<file path="src/rtl/qpd_pkg.sv">
package qpd_pkg;
    // pot and slot geometry
    localparam int POTS = 4;
    localparam int SLOTS = 4;
    localparam int TAPS = 256;

    // device type field expected in the address byte; value is arbitrary
    localparam logic [3:0] DEV_TYPE_ID = 4'hA;

    // opcodes in the upper nibble of the instruction byte
    localparam logic [3:0] OP_RD_WIPER = 4'h9;
    localparam logic [3:0] OP_WR_WIPER = 4'hA;
    localparam logic [3:0] OP_RD_SLOT = 4'hB;
    localparam logic [3:0] OP_WR_SLOT = 4'hC;
    localparam logic [3:0] OP_SLOT_TO_WIPER = 4'hD;
    localparam logic [3:0] OP_WIPER_TO_SLOT = 4'hE;
    localparam logic [3:0] OP_ALL_SLOT_TO_WIPER = 4'h1;
    localparam logic [3:0] OP_ALL_WIPER_TO_SLOT = 4'h8;
    localparam logic [3:0] OP_STEP = 4'h2;
    localparam logic [3:0] OP_STATUS = 4'h5;
    localparam logic [3:0] STATUS_LOW_BITS = 4'h1;

    // last bit index of each byte within a frame
    localparam logic [4:0] ADDR_LAST = 5'h07;
    localparam logic [4:0] INSTR_LAST = 5'h0F;
    localparam logic [4:0] DATA_LAST = 5'h17;

    // values after reset, and the wiper step limits
    localparam logic [7:0] WIPER_RESET = 8'h00;
    localparam logic [7:0] SLOT_RESET = 8'h00;
    localparam logic [7:0] WIPER_MAX = 8'hFF;
    localparam logic [7:0] WIPER_MIN = 8'h00;

    // timing: 25 MHz core clock
    localparam int CLK_KHZ = 25000;
    localparam int WIPER_SETTLE_US = 5;
    localparam int WIPER_SETTLE_CYC = (WIPER_SETTLE_US * CLK_KHZ + 999) / 1000;
    localparam int NV_PROGRAM_MS = 5;
    localparam int NV_PROGRAM_CYC = NV_PROGRAM_MS * CLK_KHZ;

    typedef struct packed {
        logic [3:0] type_id;
        logic [1:0] pad;
        logic [1:0] strap;
    } qpd_addr_t;

    typedef struct packed {
        logic [3:0] opcode;
        logic [1:0] slot;
        logic [1:0] pot;
    } qpd_instr_t;

    typedef logic [POTS-1:0][7:0] qpd_wiper_bus_t;
    typedef logic [POTS-1:0][TAPS-1:0] qpd_tap_bus_t;

    typedef enum logic [6:0] {
        ST_IDLE = 7'b0000001,
        ST_ADDR = 7'b0000010,
        ST_INSTR = 7'b0000100,
        ST_DATA = 7'b0001000,
        ST_STEP = 7'b0010000,
        ST_DONE = 7'b0100000,
        ST_IGNORE = 7'b1000000
    } qpd_state_t;
endpackage : qpd_pkg

</file>
<file path="src/rtl/qpd_sync.sv">
`timescale 1ns/1ns
module qpd_sync #(
    parameter int WIDTH = 1,
    parameter logic [WIDTH-1:0] RESET_VAL = '0
) (
    input wire logic core_clk,
    input wire logic srst,
    input wire logic [WIDTH-1:0] async_in,
    output logic [WIDTH-1:0] sync_out
);
    // two flops per bit; the first is read only by the second
    genvar b;
    generate
        for (b = 0; b < WIDTH; b++) begin : g_bit
            logic meta_r;
            always_ff @(posedge core_clk) begin
                if (srst) begin
                    meta_r <= RESET_VAL[b];
                    sync_out[b] <= RESET_VAL[b];
                end else begin
                    meta_r <= async_in[b];
                    sync_out[b] <= meta_r;
                end
            end
        end
    endgenerate
endmodule : qpd_sync

</file>
<file path="src/rtl/qpd_top.sv">
// How it works
// - address byte comes first; its upper nibble is the device type, checked first.
// - command runs only when address bits 1:0 equal the strap inputs.
// - instruction byte is opcode nibble, two slot bits, two pot bits.
// - slot bits pick slot zero to three in binary order.
// - four 8-bit wiper registers, each decoded to one of 256 taps.
// - after reset each wiper register loads slot zero of its pot.
// - four non-volatile slots per pot; a slot change finishes within 5 ms.
// - programming starts when chip select rises after a complete slot-targeted frame, unless earlier programming is still counting down.
// - status read returns write pending, high while programming runs.
// - opcode 1001 reads the wiper byte, 1010 writes it, slot bits zero.
// - write-wiper data byte lands in the wiper of the selected pot.
// - opcode 1011 returns the slot chosen by pot and slot bits.
// - opcode 1100 writes the chosen slot and starts programming.
// - opcode 1101 copies the chosen slot into that pot's wiper.
// - opcode 1110 copies the pot's wiper into its chosen slot.
// - opcode 0001 copies the chosen slot of all pots into their wipers.
// - opcode 1000 copies all wipers into the chosen slot of each pot.
// - opcode 0010 with slot bits zero arms step mode for one wiper.
// - opcode 0101 with low nibble 0001 returns the status byte.
// - reads, writes and status carry a data byte; copies have two bytes.
// - wiper output follows a register change within 5 to 10 us.
// - in step mode each clock moves the wiper up if input high, else down, holding at FF and 00.
`timescale 1ns/1ns
module qpd_top #(
    parameter int NV_PROG_CYCLES = qpd_pkg::NV_PROGRAM_CYC
) (
    input wire logic core_clk,
    input wire logic srst,
    input wire logic cs_n,
    input wire logic sck,
    input wire logic si,
    input wire logic [1:0] strap_address_bits,
    output logic so,
    output logic so_oe,
    output qpd_pkg::qpd_wiper_bus_t wiper_code,
    output qpd_pkg::qpd_tap_bus_t tap_select,
    output logic write_pending_flag
);
    import qpd_pkg::*;

    logic cs_n_s, sck_s, si_s;
    logic [1:0] strap_s;
    logic cs_n_d_r, sck_d_r;
    logic sck_rise, sck_fall, cs_rise;
    qpd_state_t state_r;
    logic [4:0] bit_cnt_r;
    logic [7:0] rx_r, rx_nxt;
    qpd_instr_t instr_r, instr_nxt;
    qpd_addr_t addr_nxt;
    logic [7:0] tx_r;
    logic so_r, so_oe_r;
    logic boot_pend_r;
    qpd_wiper_bus_t wpr_r;
    logic [7:0] slot_mem_r [POTS][SLOTS];
    logic [7:0] wr_byte_r;
    qpd_wiper_bus_t nv_stage_r;
    logic [POTS-1:0] nv_mask_r;
    logic [1:0] nv_slot_r;
    logic [31:0] nv_cnt_r;
    logic write_pending_r;
    logic nv_done, commit, commit_ok;
    logic addr_hit, instr_hit, data_hit, step_hit;
    qpd_wiper_bus_t wiper_code_r;
    qpd_tap_bus_t tap_r;

    // pins cross into the core clock; chip select idles high
    qpd_sync #(.WIDTH(5), .RESET_VAL(5'h10)) u_sync (
        .core_clk(core_clk),
        .srst(srst),
        .async_in({cs_n, sck, si, strap_address_bits}),
        .sync_out({cs_n_s, sck_s, si_s, strap_s})
    );

    // edge finders on the synchronised link clock and chip select
    always_ff @(posedge core_clk) begin
        if (srst) begin
            cs_n_d_r <= 1'b1;
            sck_d_r <= 1'b0;
        end else begin
            cs_n_d_r <= cs_n_s;
            sck_d_r <= sck_s;
        end
    end

    assign sck_rise = sck_s & ~sck_d_r;
    assign sck_fall = ~sck_s & sck_d_r;
    assign cs_rise = cs_n_s & ~cs_n_d_r;
    assign rx_nxt = {rx_r[6:0], si_s};
    assign addr_nxt = qpd_addr_t'(rx_nxt);
    assign instr_nxt = qpd_instr_t'(rx_nxt);

    // fixed fields of each opcode must match, anything else is undefined
    function automatic logic instr_valid(input qpd_instr_t i);
        case (i.opcode)
            OP_RD_WIPER, OP_WR_WIPER, OP_STEP: instr_valid = (i.slot == 2'h0);
            OP_RD_SLOT, OP_WR_SLOT, OP_SLOT_TO_WIPER, OP_WIPER_TO_SLOT: instr_valid = 1'b1;
            OP_ALL_SLOT_TO_WIPER, OP_ALL_WIPER_TO_SLOT: instr_valid = (i.pot == 2'h0);
            OP_STATUS: instr_valid = ({i.slot, i.pot} == STATUS_LOW_BITS);
            default: instr_valid = 1'b0;
        endcase
    endfunction : instr_valid

    function automatic logic has_data(input logic [3:0] op);
        has_data = (op == OP_RD_WIPER) || (op == OP_WR_WIPER) || (op == OP_RD_SLOT) ||
                   (op == OP_WR_SLOT) || (op == OP_STATUS);
    endfunction : has_data

    function automatic logic is_read(input logic [3:0] op);
        is_read = (op == OP_RD_WIPER) || (op == OP_RD_SLOT) || (op == OP_STATUS);
    endfunction : is_read

    function automatic logic to_slot(input logic [3:0] op);
        to_slot = (op == OP_WR_SLOT) || (op == OP_WIPER_TO_SLOT) || (op == OP_ALL_WIPER_TO_SLOT);
    endfunction : to_slot

    // byte boundary events, and every link clock rise in step mode
    assign addr_hit = sck_rise && (state_r == ST_ADDR) && (bit_cnt_r == ADDR_LAST);
    assign instr_hit = sck_rise && (state_r == ST_INSTR) && (bit_cnt_r == INSTR_LAST) &&
                       instr_valid(instr_nxt);
    assign data_hit = sck_rise && (state_r == ST_DATA) && (bit_cnt_r == DATA_LAST);
    assign step_hit = sck_rise && (state_r == ST_STEP);

    // frame sequencer; deselect always returns to idle, aborting a partial frame
    always_ff @(posedge core_clk) begin
        if (srst || cs_n_s) begin
            state_r <= ST_IDLE;
            bit_cnt_r <= 5'h00;
            rx_r <= 8'h00;
            instr_r <= '0;
        end else if (state_r == ST_IDLE) begin
            state_r <= ST_ADDR;
        end else if (sck_rise) begin
            rx_r <= rx_nxt;
            if (bit_cnt_r != DATA_LAST) begin
                bit_cnt_r <= bit_cnt_r + 5'h01;
            end
            case (state_r)
                ST_ADDR: begin
                    if (bit_cnt_r == ADDR_LAST) begin
                        if (addr_nxt.type_id == DEV_TYPE_ID && addr_nxt.strap == strap_s) begin
                            state_r <= ST_INSTR;
                        end else begin
                            state_r <= ST_IGNORE;
                        end
                    end
                end
                ST_INSTR: begin
                    if (bit_cnt_r == INSTR_LAST) begin
                        instr_r <= instr_nxt;
                        if (!instr_valid(instr_nxt)) begin
                            state_r <= ST_IGNORE;
                        end else if (instr_nxt.opcode == OP_STEP) begin
                            state_r <= ST_STEP;
                        end else if (has_data(instr_nxt.opcode)) begin
                            state_r <= ST_DATA;
                        end else begin
                            state_r <= ST_DONE;
                        end
                    end
                end
                ST_DATA: begin
                    if (bit_cnt_r == DATA_LAST) begin
                        state_r <= ST_DONE;
                    end
                end
                default: begin
                    state_r <= state_r;
                end
            endcase
        end
    end

    // read data: loaded at the instruction boundary, shifted out on falling edges
    always_ff @(posedge core_clk) begin
        if (srst) begin
            tx_r <= 8'h00;
        end else if (instr_hit) begin
            case (instr_nxt.opcode)
                OP_RD_WIPER: tx_r <= wpr_r[instr_nxt.pot];
                OP_RD_SLOT: tx_r <= slot_mem_r[instr_nxt.pot][instr_nxt.slot];
                OP_STATUS: tx_r <= {7'h00, write_pending_r};
                default: tx_r <= 8'h00;
            endcase
        end else if (sck_fall && state_r == ST_DATA) begin
            tx_r <= {tx_r[6:0], 1'b0};
        end
    end

    // output driven only during the data byte of a read; released otherwise
    always_ff @(posedge core_clk) begin
        if (srst) begin
            so_r <= 1'b0;
            so_oe_r <= 1'b0;
        end else begin
            so_oe_r <= (state_r == ST_DATA) && is_read(instr_r.opcode) && !cs_n_s;
            if (sck_fall && state_r == ST_DATA) begin
                so_r <= tx_r[7];
            end
        end
    end

    // wiper registers: boot load, direct write, copies and stepping
    always_ff @(posedge core_clk) begin
        if (srst) begin
            boot_pend_r <= 1'b1;
            wpr_r <= {POTS{WIPER_RESET}};
        end else begin
            boot_pend_r <= 1'b0;
            if (boot_pend_r) begin
                for (int p = 0; p < POTS; p++) begin
                    wpr_r[p] <= slot_mem_r[p][0];
                end
            end else if (instr_hit && instr_nxt.opcode == OP_SLOT_TO_WIPER) begin
                wpr_r[instr_nxt.pot] <= slot_mem_r[instr_nxt.pot][instr_nxt.slot];
            end else if (instr_hit && instr_nxt.opcode == OP_ALL_SLOT_TO_WIPER) begin
                for (int p = 0; p < POTS; p++) begin
                    wpr_r[p] <= slot_mem_r[p][instr_nxt.slot];
                end
            end else if (data_hit && instr_r.opcode == OP_WR_WIPER) begin
                wpr_r[instr_r.pot] <= rx_nxt;
            end else if (step_hit) begin
                // saturate instead of wrapping so a runaway step train parks at an end
                if (si_s && wpr_r[instr_r.pot] != WIPER_MAX) begin
                    wpr_r[instr_r.pot] <= wpr_r[instr_r.pot] + 8'h01;
                end else if (!si_s && wpr_r[instr_r.pot] != WIPER_MIN) begin
                    wpr_r[instr_r.pot] <= wpr_r[instr_r.pot] - 8'h01;
                end
            end
        end
    end

    // slot-targeted frames commit only on deselect after a complete frame
    assign nv_done = write_pending_r && (nv_cnt_r == 32'h0);
    assign commit = cs_rise && (state_r == ST_DONE) && to_slot(instr_r.opcode);
    assign commit_ok = commit && (!write_pending_r || nv_done);

    always_ff @(posedge core_clk) begin
        if (srst) begin
            wr_byte_r <= 8'h00;
        end else if (data_hit && instr_r.opcode == OP_WR_SLOT) begin
            wr_byte_r <= rx_nxt;
        end
    end

    // programming timer; a new commit in the finishing cycle wins over the clear
    always_ff @(posedge core_clk) begin
        if (srst) begin
            write_pending_r <= 1'b0;
            nv_cnt_r <= 32'h0;
            nv_stage_r <= '0;
            nv_mask_r <= '0;
            nv_slot_r <= 2'h0;
        end else if (commit_ok) begin
            write_pending_r <= 1'b1;
            nv_cnt_r <= 32'(NV_PROG_CYCLES - 1);
            nv_slot_r <= instr_r.slot;
            for (int p = 0; p < POTS; p++) begin
                nv_stage_r[p] <= (instr_r.opcode == OP_WR_SLOT) ? wr_byte_r : wpr_r[p];
                nv_mask_r[p] <= (instr_r.opcode == OP_ALL_WIPER_TO_SLOT) ||
                                (instr_r.pot == 2'(p));
            end
        end else if (nv_done) begin
            write_pending_r <= 1'b0;
        end else if (write_pending_r) begin
            nv_cnt_r <= nv_cnt_r - 32'h1;
        end
    end

    // slot storage is written only when the programming time has run out
    always_ff @(posedge core_clk) begin
        if (srst) begin
            for (int p = 0; p < POTS; p++) begin
                for (int s = 0; s < SLOTS; s++) begin
                    slot_mem_r[p][s] <= SLOT_RESET;
                end
            end
        end else if (nv_done) begin
            for (int p = 0; p < POTS; p++) begin
                if (nv_mask_r[p]) begin
                    slot_mem_r[p][nv_slot_r] <= nv_stage_r[p];
                end
            end
        end
    end

    // helper: age of the current programming cycle
    logic [31:0] pend_age_r;
    always_ff @(posedge core_clk) begin
        if (srst || commit_ok || !write_pending_r) begin
            pend_age_r <= 32'h0;
        end else begin
            pend_age_r <= pend_age_r + 32'h1;
        end
    end

    // wiper output waits the settle time, then follows the register; decoded one-hot
    genvar g;
    generate
        for (g = 0; g < POTS; g++) begin : g_pot
            logic [7:0] settle_r;
            always_ff @(posedge core_clk) begin
                if (srst) begin
                    settle_r <= 8'h00;
                    wiper_code_r[g] <= WIPER_RESET;
                    tap_r[g] <= {{(TAPS-1){1'b0}}, 1'b1};
                end else begin
                    tap_r[g] <= {{(TAPS-1){1'b0}}, 1'b1} << wiper_code_r[g];
                    if (wiper_code_r[g] == wpr_r[g]) begin
                        settle_r <= 8'h00;
                    end else if (settle_r == 8'(WIPER_SETTLE_CYC - 1)) begin
                        settle_r <= 8'h00;
                        wiper_code_r[g] <= wpr_r[g];
                    end else begin
                        settle_r <= settle_r + 8'h01;
                    end
                end
            end

        end
    endgenerate

    assign so = so_r;
    assign so_oe = so_oe_r;
    assign wiper_code = wiper_code_r;
    assign tap_select = tap_r;
    assign write_pending_flag = write_pending_r;
endmodule : qpd_top

</file>
<file path="config.mk">
export PLATFORM = sky130hd
export DESIGN_NAME = qpd_top
export DESIGN_NICKNAME = d
export VERILOG_FILES = /design/src/rtl/qpd_pkg.sv /design/src/rtl/qpd_sync.sv /design/src/rtl/qpd_top.sv
export SDC_FILE = /design/constraint.sdc
export NUM_CORES = 2
export LEC_CHECK = 0
export ABC_AREA = 1
export BUFFER_PORTS_ARGS = -buffer_cell sky130_fd_sc_hd__buf_2
export CELL_PAD_IN_SITES_DETAIL_PLACEMENT = 1
export CELL_PAD_IN_SITES_GLOBAL_PLACEMENT = 1
export CORE_AREA = 2 2 421 423
export DETAILED_ROUTE_END_ITERATION = 16
export DIE_AREA = 0 0 423 425
export PLACE_DENSITY = 0.59
export RECOVER_POWER = 50
export SYNTH_ARGS = -nofsm -noshare
export SYNTH_HDL_FRONTEND = slang
export SYNTH_SLANG_ARGS = --single-unit
</file>
<file path="constraint.sdc">
create_clock -name core_clk -period 7.27 [get_ports core_clk]
set_input_delay 0.727 -clock core_clk [delete_from_list [all_inputs] [get_ports core_clk]]
set_output_delay 0.727 -clock core_clk [all_outputs]
set_load 0.02 [all_outputs]
</file>
=== After elaboration in Yosys (flattened, before gate mapping) ===
Memories as Yosys holds them, arrays and structs flattened.
Index checks and enable logic that the tools add are counted.
W data, S select, Z words.

* Word-level logic and storage cells: 543
* Output and inout port bits: 1059
* Register bits after elaboration: 1249
* Input port bits: 7
* Memory bits (writable): 128
* Memories: 1

{| class="wikitable"
|+ Memories
! name !! depth !! width !! rd ports !! clocked after memory_dff !! wr ports !! RTL line !! source
|-
| slot_mem_r || 4 || 32 || 5 || 0 || 4 || qpd_top.sv:55 || <nowiki>logic [7:0] slot_mem_r [POTS][SLOTS];</nowiki>
|}

* Add/sub/neg operators: 8
* Reductions and logical operators: 74
* Equality and inequality tests: 48
* Shift-type cells: 4
* Magnitude comparators: 7
* Bitwise gates (word level): 142
* Mux-type cells: 210

{| class="wikitable"
|+ Operators with widths
! cell !! number
|-
| $shl A1 B8 Y256 const A || 4
|-
| $mux W32 || 11
|-
| $mux W8 || 21
|-
| $mux W1 || 149
|-
| $bwmux W32 || 4
|-
| $or A1 B1 Y1 || 128
|-
| $bmux W8 S2 || 7
|-
| $eq A4 B4 Y1 const B || 13
|-
| $mux W17 || 3
|-
| $demux W8 S2 || 3
|-
| $add A8 B1 Y8 const B || 5
|-
| $mux W7 || 5
|-
| $eq A8 B7 Y1 const B || 4
|-
| $eq A8 B8 Y1 || 4
|-
| $logic_not A32 Y1 || 1
|-
| $sub A32 B1 Y32 const B || 1
|-
| $pmux W8 S3 || 1
|-
| $logic_and A1 B1 Y1 || 23
|-
| $pmux W7 S3 || 1
|-
| $reduce_and A2 Y1 || 8
|-
| $reduce_or A3 Y1 || 5
|-
| $logic_or A1 B1 Y1 || 14
|-
| $mux W6 || 2
|-
| $reduce_and A5 Y1 || 2
|-
| 44 further kinds || 74
|}

=== Longest topological paths before layout ===
* Depth after elaboration: 13
* Depth in mapped cells: 22

=== Cells and area by module ===
From an unflattened synthesis, not the netlist that was laid out.

* Cells, all modules: 5371
* Area total of the unflattened synthesis: 46599.7 µm²

{| class="wikitable"
|+ Modules (own cells, without submodules)
! module !! area an instance (µm²) !! times used !! cells each
|-
| qpd_top || 46309.4 || 1 || 5339
|-
| qpd_sync || 290.3 || 1 || 32
|}

=== Worst setup path after synthesis ===
No wires, ideal clock.

* Path type: in2reg
* Start point: in srst
* End point: mem slot_mem_r[1][0] (netlist name), enable pin
* Cell stages on the path: 6
* Buffers on the path: 4
* Data required time: 6913 ps
* Arrival: 2089 ps
* Slack: 4824 ps
* Cell sequence: clkbuf_1 -> inv_2 -> clkbuf_1 -> clkbuf_1 -> clkbuf_1 -> o21ai_0

{| class="wikitable"
|+ RTL lines
! what !! RTL line !! source
|-
| from (decl) || qpd_top.sv:29 || <nowiki>input wire logic srst,</nowiki>
|-
| to (decl) || qpd_top.sv:55 ||
|}

==> results by stage <==
Synth:
- Among all flip-flop cells after synthesis, the most frequent one is dfxtp_1.
- The simple-gate share of the synthesized area is 0.257.
- The number of distinct library cell variants in the gate-level netlist after synthesis is between 50 and 60.
- The synthesized-area fraction occupied by adder cells is 0.00403.
- Ranked by total cell area, the synthesized netlist is headed by dfxtp_1 56%, nor2_1 11%, nand4_1 5.2%.
- In this run, synthesis produced a sequential element count of approximately 1400.
- The synthesized instance count is between 5000 and 6000.
- The Yosys step of the flow raised 0 warnings.
- The compound-gate portion of the synthesized area is 0.0687.
- The multiplexer share of the synthesized area is 0.000215.
- For this run, the register share of the synthesized area comes to 0.607.
- Of the total synthesized cell area, the portion taken by XOR and XNOR cells is 0.0115.
- The proportion of register bits with asynchronous set or reset after synthesis is 0.
- The number of enable-type register cells in the synthesized netlist is 72.
- The cell taking the most area after synthesis is dfxtp_1.
- The main combinational cell family by area after synthesis is simple AND/OR/NAND/NOR gates.
- Summing every instance area after synthesis gives 0.0466 mm^2.
- Each instance of the synthesized netlist takes up on average roughly 8.7 um^2.
- When the netlist entered floorplanning its net count stood at 5388.
- The share of synthesized area in the top cell type comes to 0.560.

Clocking:
- Clock-pin slew was measured on the worst setup and hold paths at 0.06 ns.
- The total setup buffers inserted after CTS is 0.
- The clock tree from TritonCTS is done.
- The depth of the CTS H-tree is 4.
- The clock buffer count from CTS is between 150 and 200.
- The maximum number of buffers from clock root to sink is 3.
- The number of gates resized after CTS was 0.
- In this run the clock root is driven by a clkbuf_16.
- The clock reaches the later pin of the worst-skew pair after approximately 0.83 ns.
- For this design, the CTS-stage hold fixing added 0 buffers.
- Counting every sink on the clock net gives ~1400.

Floorplanning:
- The horizontal extent of the die is between 400 and 500 um.
- The overall die height is ~430 um.
- The die covers around 0.18 mm^2.
- The I/O pin count is between 1000 and 1500.
- The core box area is ~0.18 mm^2.
- The count of standard-cell rows is about 150.
- The effective utilization at floorplan is 0.266.

Final layout:
- Compared with the post-synthesis result, the final layout area differs by 24.4%.
- The area of all placed cells without fillers is roughly 0.058 mm^2.
- The leading cell type in the layout, fill and taps excluded is nor2_1.
- At the end of the flow, the number of nets in the layout was between 6000 and 7000.
- In the layout the commonest cells are 1333 x nor2_1, 1293 x dfxtp_1, 1052 x clkbuf_1.
- Of the cells placed in the final design, the portion with a size suffix greater than 1 is 0.0756.

Status:
- The flow ran to the end, but the final reports show violations.
- The checks that failed: max-capacitance violations, max-slew violations.

Global routing:
- The number of antenna violations at the first check in global routing is 4.
- The via count of the first global-routing pass is around 43000.
- The first-pass GRT wire length is 311000 um.
- For this run the aggregate overflow at the end of global routing stands at 0.
- For this run, the total global-route usage over all layers was measured as 0.234.
- The maximum number of pins on one net before global-route repair is 96.

Setup path:
- The critical path buffer and inverter count is 4.
- The critical setup path kind is in -> reg.
- The critical path arrival is about 5.7 ns.
- The cell family contributing the most delay on the critical path is buffers and inverters.
- The largest fanout on the critical path is 81.
- The kind of start point of the critical path is a primary input.
- At the worst endpoint, the required time is 7.98 ns.
- In this design, the stage delay of the slowest critical-path cell is 1.61 ns.
- The critical path goes through clkbuf_1 -> inv_6 -> clkbuf_1 -> nand2_1 -> buf_4 -> nor2_1.
- The endpoint kind of the worst setup timing path is a flip-flop.
- The cell seen most often among critical-path stages is clkbuf_1.
- The library cell contributing the largest single delay on the critical path is nand2_1.

Detailed routing:
- The first-pass detailed-route iteration total is 5.
- The count of vias placed by the detailed router is 43292.
- In the routed design, unresolved DRC markers number 0.
- The routed wire length is approximately 220000 um.
- Dividing the detail-routed via count by the number of cells gives 4.94.
- The post-route antenna net violation count is 0.
- The routed wirelength normalized by instance count is between 20 and 30 um.
- For this block, the initial DRC count from the detailed router was roughly 3300.

STA:
- The accumulated negative setup slack is 0 ns.
- The final count of negative-setup-slack endpoints is 0.
- The headroom to the max-slew limit is -1.55.
- Setup repair after global routing left no endpoint under its margin.
- The number of slew-limit violations in the final report was approximately 440.
- Derived from the worst setup path, the maximum achievable clock frequency is around 0.20 GHz.
- For the pin with the worst max-slew slack, the measured transition is 3.83 ns.
- Of the available clock period, the critical path in the final layout requires 0.683.
- The final-report hold violation count is 0.
- The final worst clock skew is 0.0626 ns.
- The routed design could run at a clock period as short as approximately 5.0 ns.

Placement:
- The global placer's final weighted congestion is 0.941.
- The sum of net half-perimeters after detailed placement is roughly 160000 um.
- The placed cell area is roughly 0.054 mm^2.
- Input and output buffers added on the ports amount to roughly 1100.

Worst hold path:
- The min-delay analysis places its worst path in the category in -> reg.

Power and ir drop:
- The leakage power figure is 21.4 nW.
- The worst voltage drop across the vdd grid is 0.236 mV.
- In this run the power density over the cells is between 200 and 300 mW/mm^2.

Run:
- Max-cap violations in this run came to 8.
-- power breakdown --
part | total [mW] | switching (mW) | internal (mW)
Clock | 7.87 | 3.30 | 4.57
Combinational | 0.357 | 0.272 | 0.0848
Sequential | 7.70 | 0.0553 | 7.65
-- worst paths after layout --
check | endpoint | cells after the start | slack (ns) | from
hold / removal | u_sync.g_bit[3].meta_r$_SDFF_PP0_ | 3 | 0.11 | sck
setup / recovery | tap_select[687]$_SDFF_PP0_ | 6 | 2.30 | srst
hold reg to reg | u_sync.sync_out[0]$_SDFF_PP0_ | 2 | 0.40 | u_sync.g_bit[0].meta_r$_SDFF_PP0_
setup reg to reg | tap_select[997]$_SDFF_PP0_ | 3 | 2.43 | wiper_code[30]$_SDFFE_PP0P_
-- routing by layer --
metal | share of wire | GRT usage
met3 | 0.072 | 0.0524
met4 | 0.042 | 0.0807
met1 | 0.43 | 0.303
met2 | 0.46 | 0.382
met5 | 0 | 0
-- metrics by stage --
stage          setup WS [ns]  hold slack [ns]  std cells  utilization  power (mW)
2_1_floorplan           4.82            0.388       5366            -        8.07
3_3_place_gp            3.78            0.403       8486        0.309        8.22
3_5_place_dp            3.71            0.399       8486        0.309        8.22
4_1_cts                 3.69           0.0376       8759        0.338        16.1
5_1_grt                 1.96           0.0859       8759        0.331        16.4
6_report                2.30            0.109       8761        0.331        15.9
-- cell type report --
type	instances	area, um^2
clock buffers	236	4620
well taps	2340	2930
inverters	261	988
flip-flops and latches	1377	28300
clock inverters	37	475
fillers	21048	117000
multi-input cells	3357	16000
repair buffers	1151	4690
diodes	2	5.00
-- synthesized netlist by cell type, types with 6 or more instances --
master	n
nor2_1	1333
dfxtp_1	1305
nand2_1	488
nand4_1	391
clkbuf_1	317
nand3_1	303
o21ai_0	284
inv_1	230
a21oi_1	184
nor3_1	95
edfxtp_1	72
xor2_1	53
o22ai_1	31
buf_1	29
nor2_2	21
nor4_1	18
buf_2	17
clkinv_1	17
a22oi_1	16
ha_1	15
a21oi_2	14
a31oi_1	14
inv_2	12
nor2_4	9
xnor2_1	8
a211oi_1	7
o211ai_1	7
a21o_1	6
buf_4	6
nand2_2	6
-- worst register-to-register path, stage by stage, from the launching register on --
cell	delay [ns]
dfxtp_1	0.69
clkbuf_1	2.73
nand4_1	1.05
nor2_1	0.29
-- kinds of logic after synthesis --
family,count (synthesis)
AO/OA/AOI/OAI,584
XOR/XNOR,61
flip-flops,1377
multiplexers,1
AND/OR/NAND/NOR,2696
buffers and inverters,632
adder cells (fa/ha/maj),15
-- registers in the layout, indices dropped and copies added (netlist names), 2 cells and up --
signal               cells
wiper_code              32
g_pot.settle_r          32
nv_stage_r              32
wpr_r                   32
u_sync.sync_out          5
nv_mask_r                4
wr_byte_r                8
bit_cnt_r                5
nv_cnt_r                32
instr_r                  8
tap_select            1024
rx_r                     7
tx_r                     8
state_r                  7
slot_mem_r             128
u_sync.g_bit.meta_r      5
nv_slot_r                2
Power figures use the tool's default switching activity.
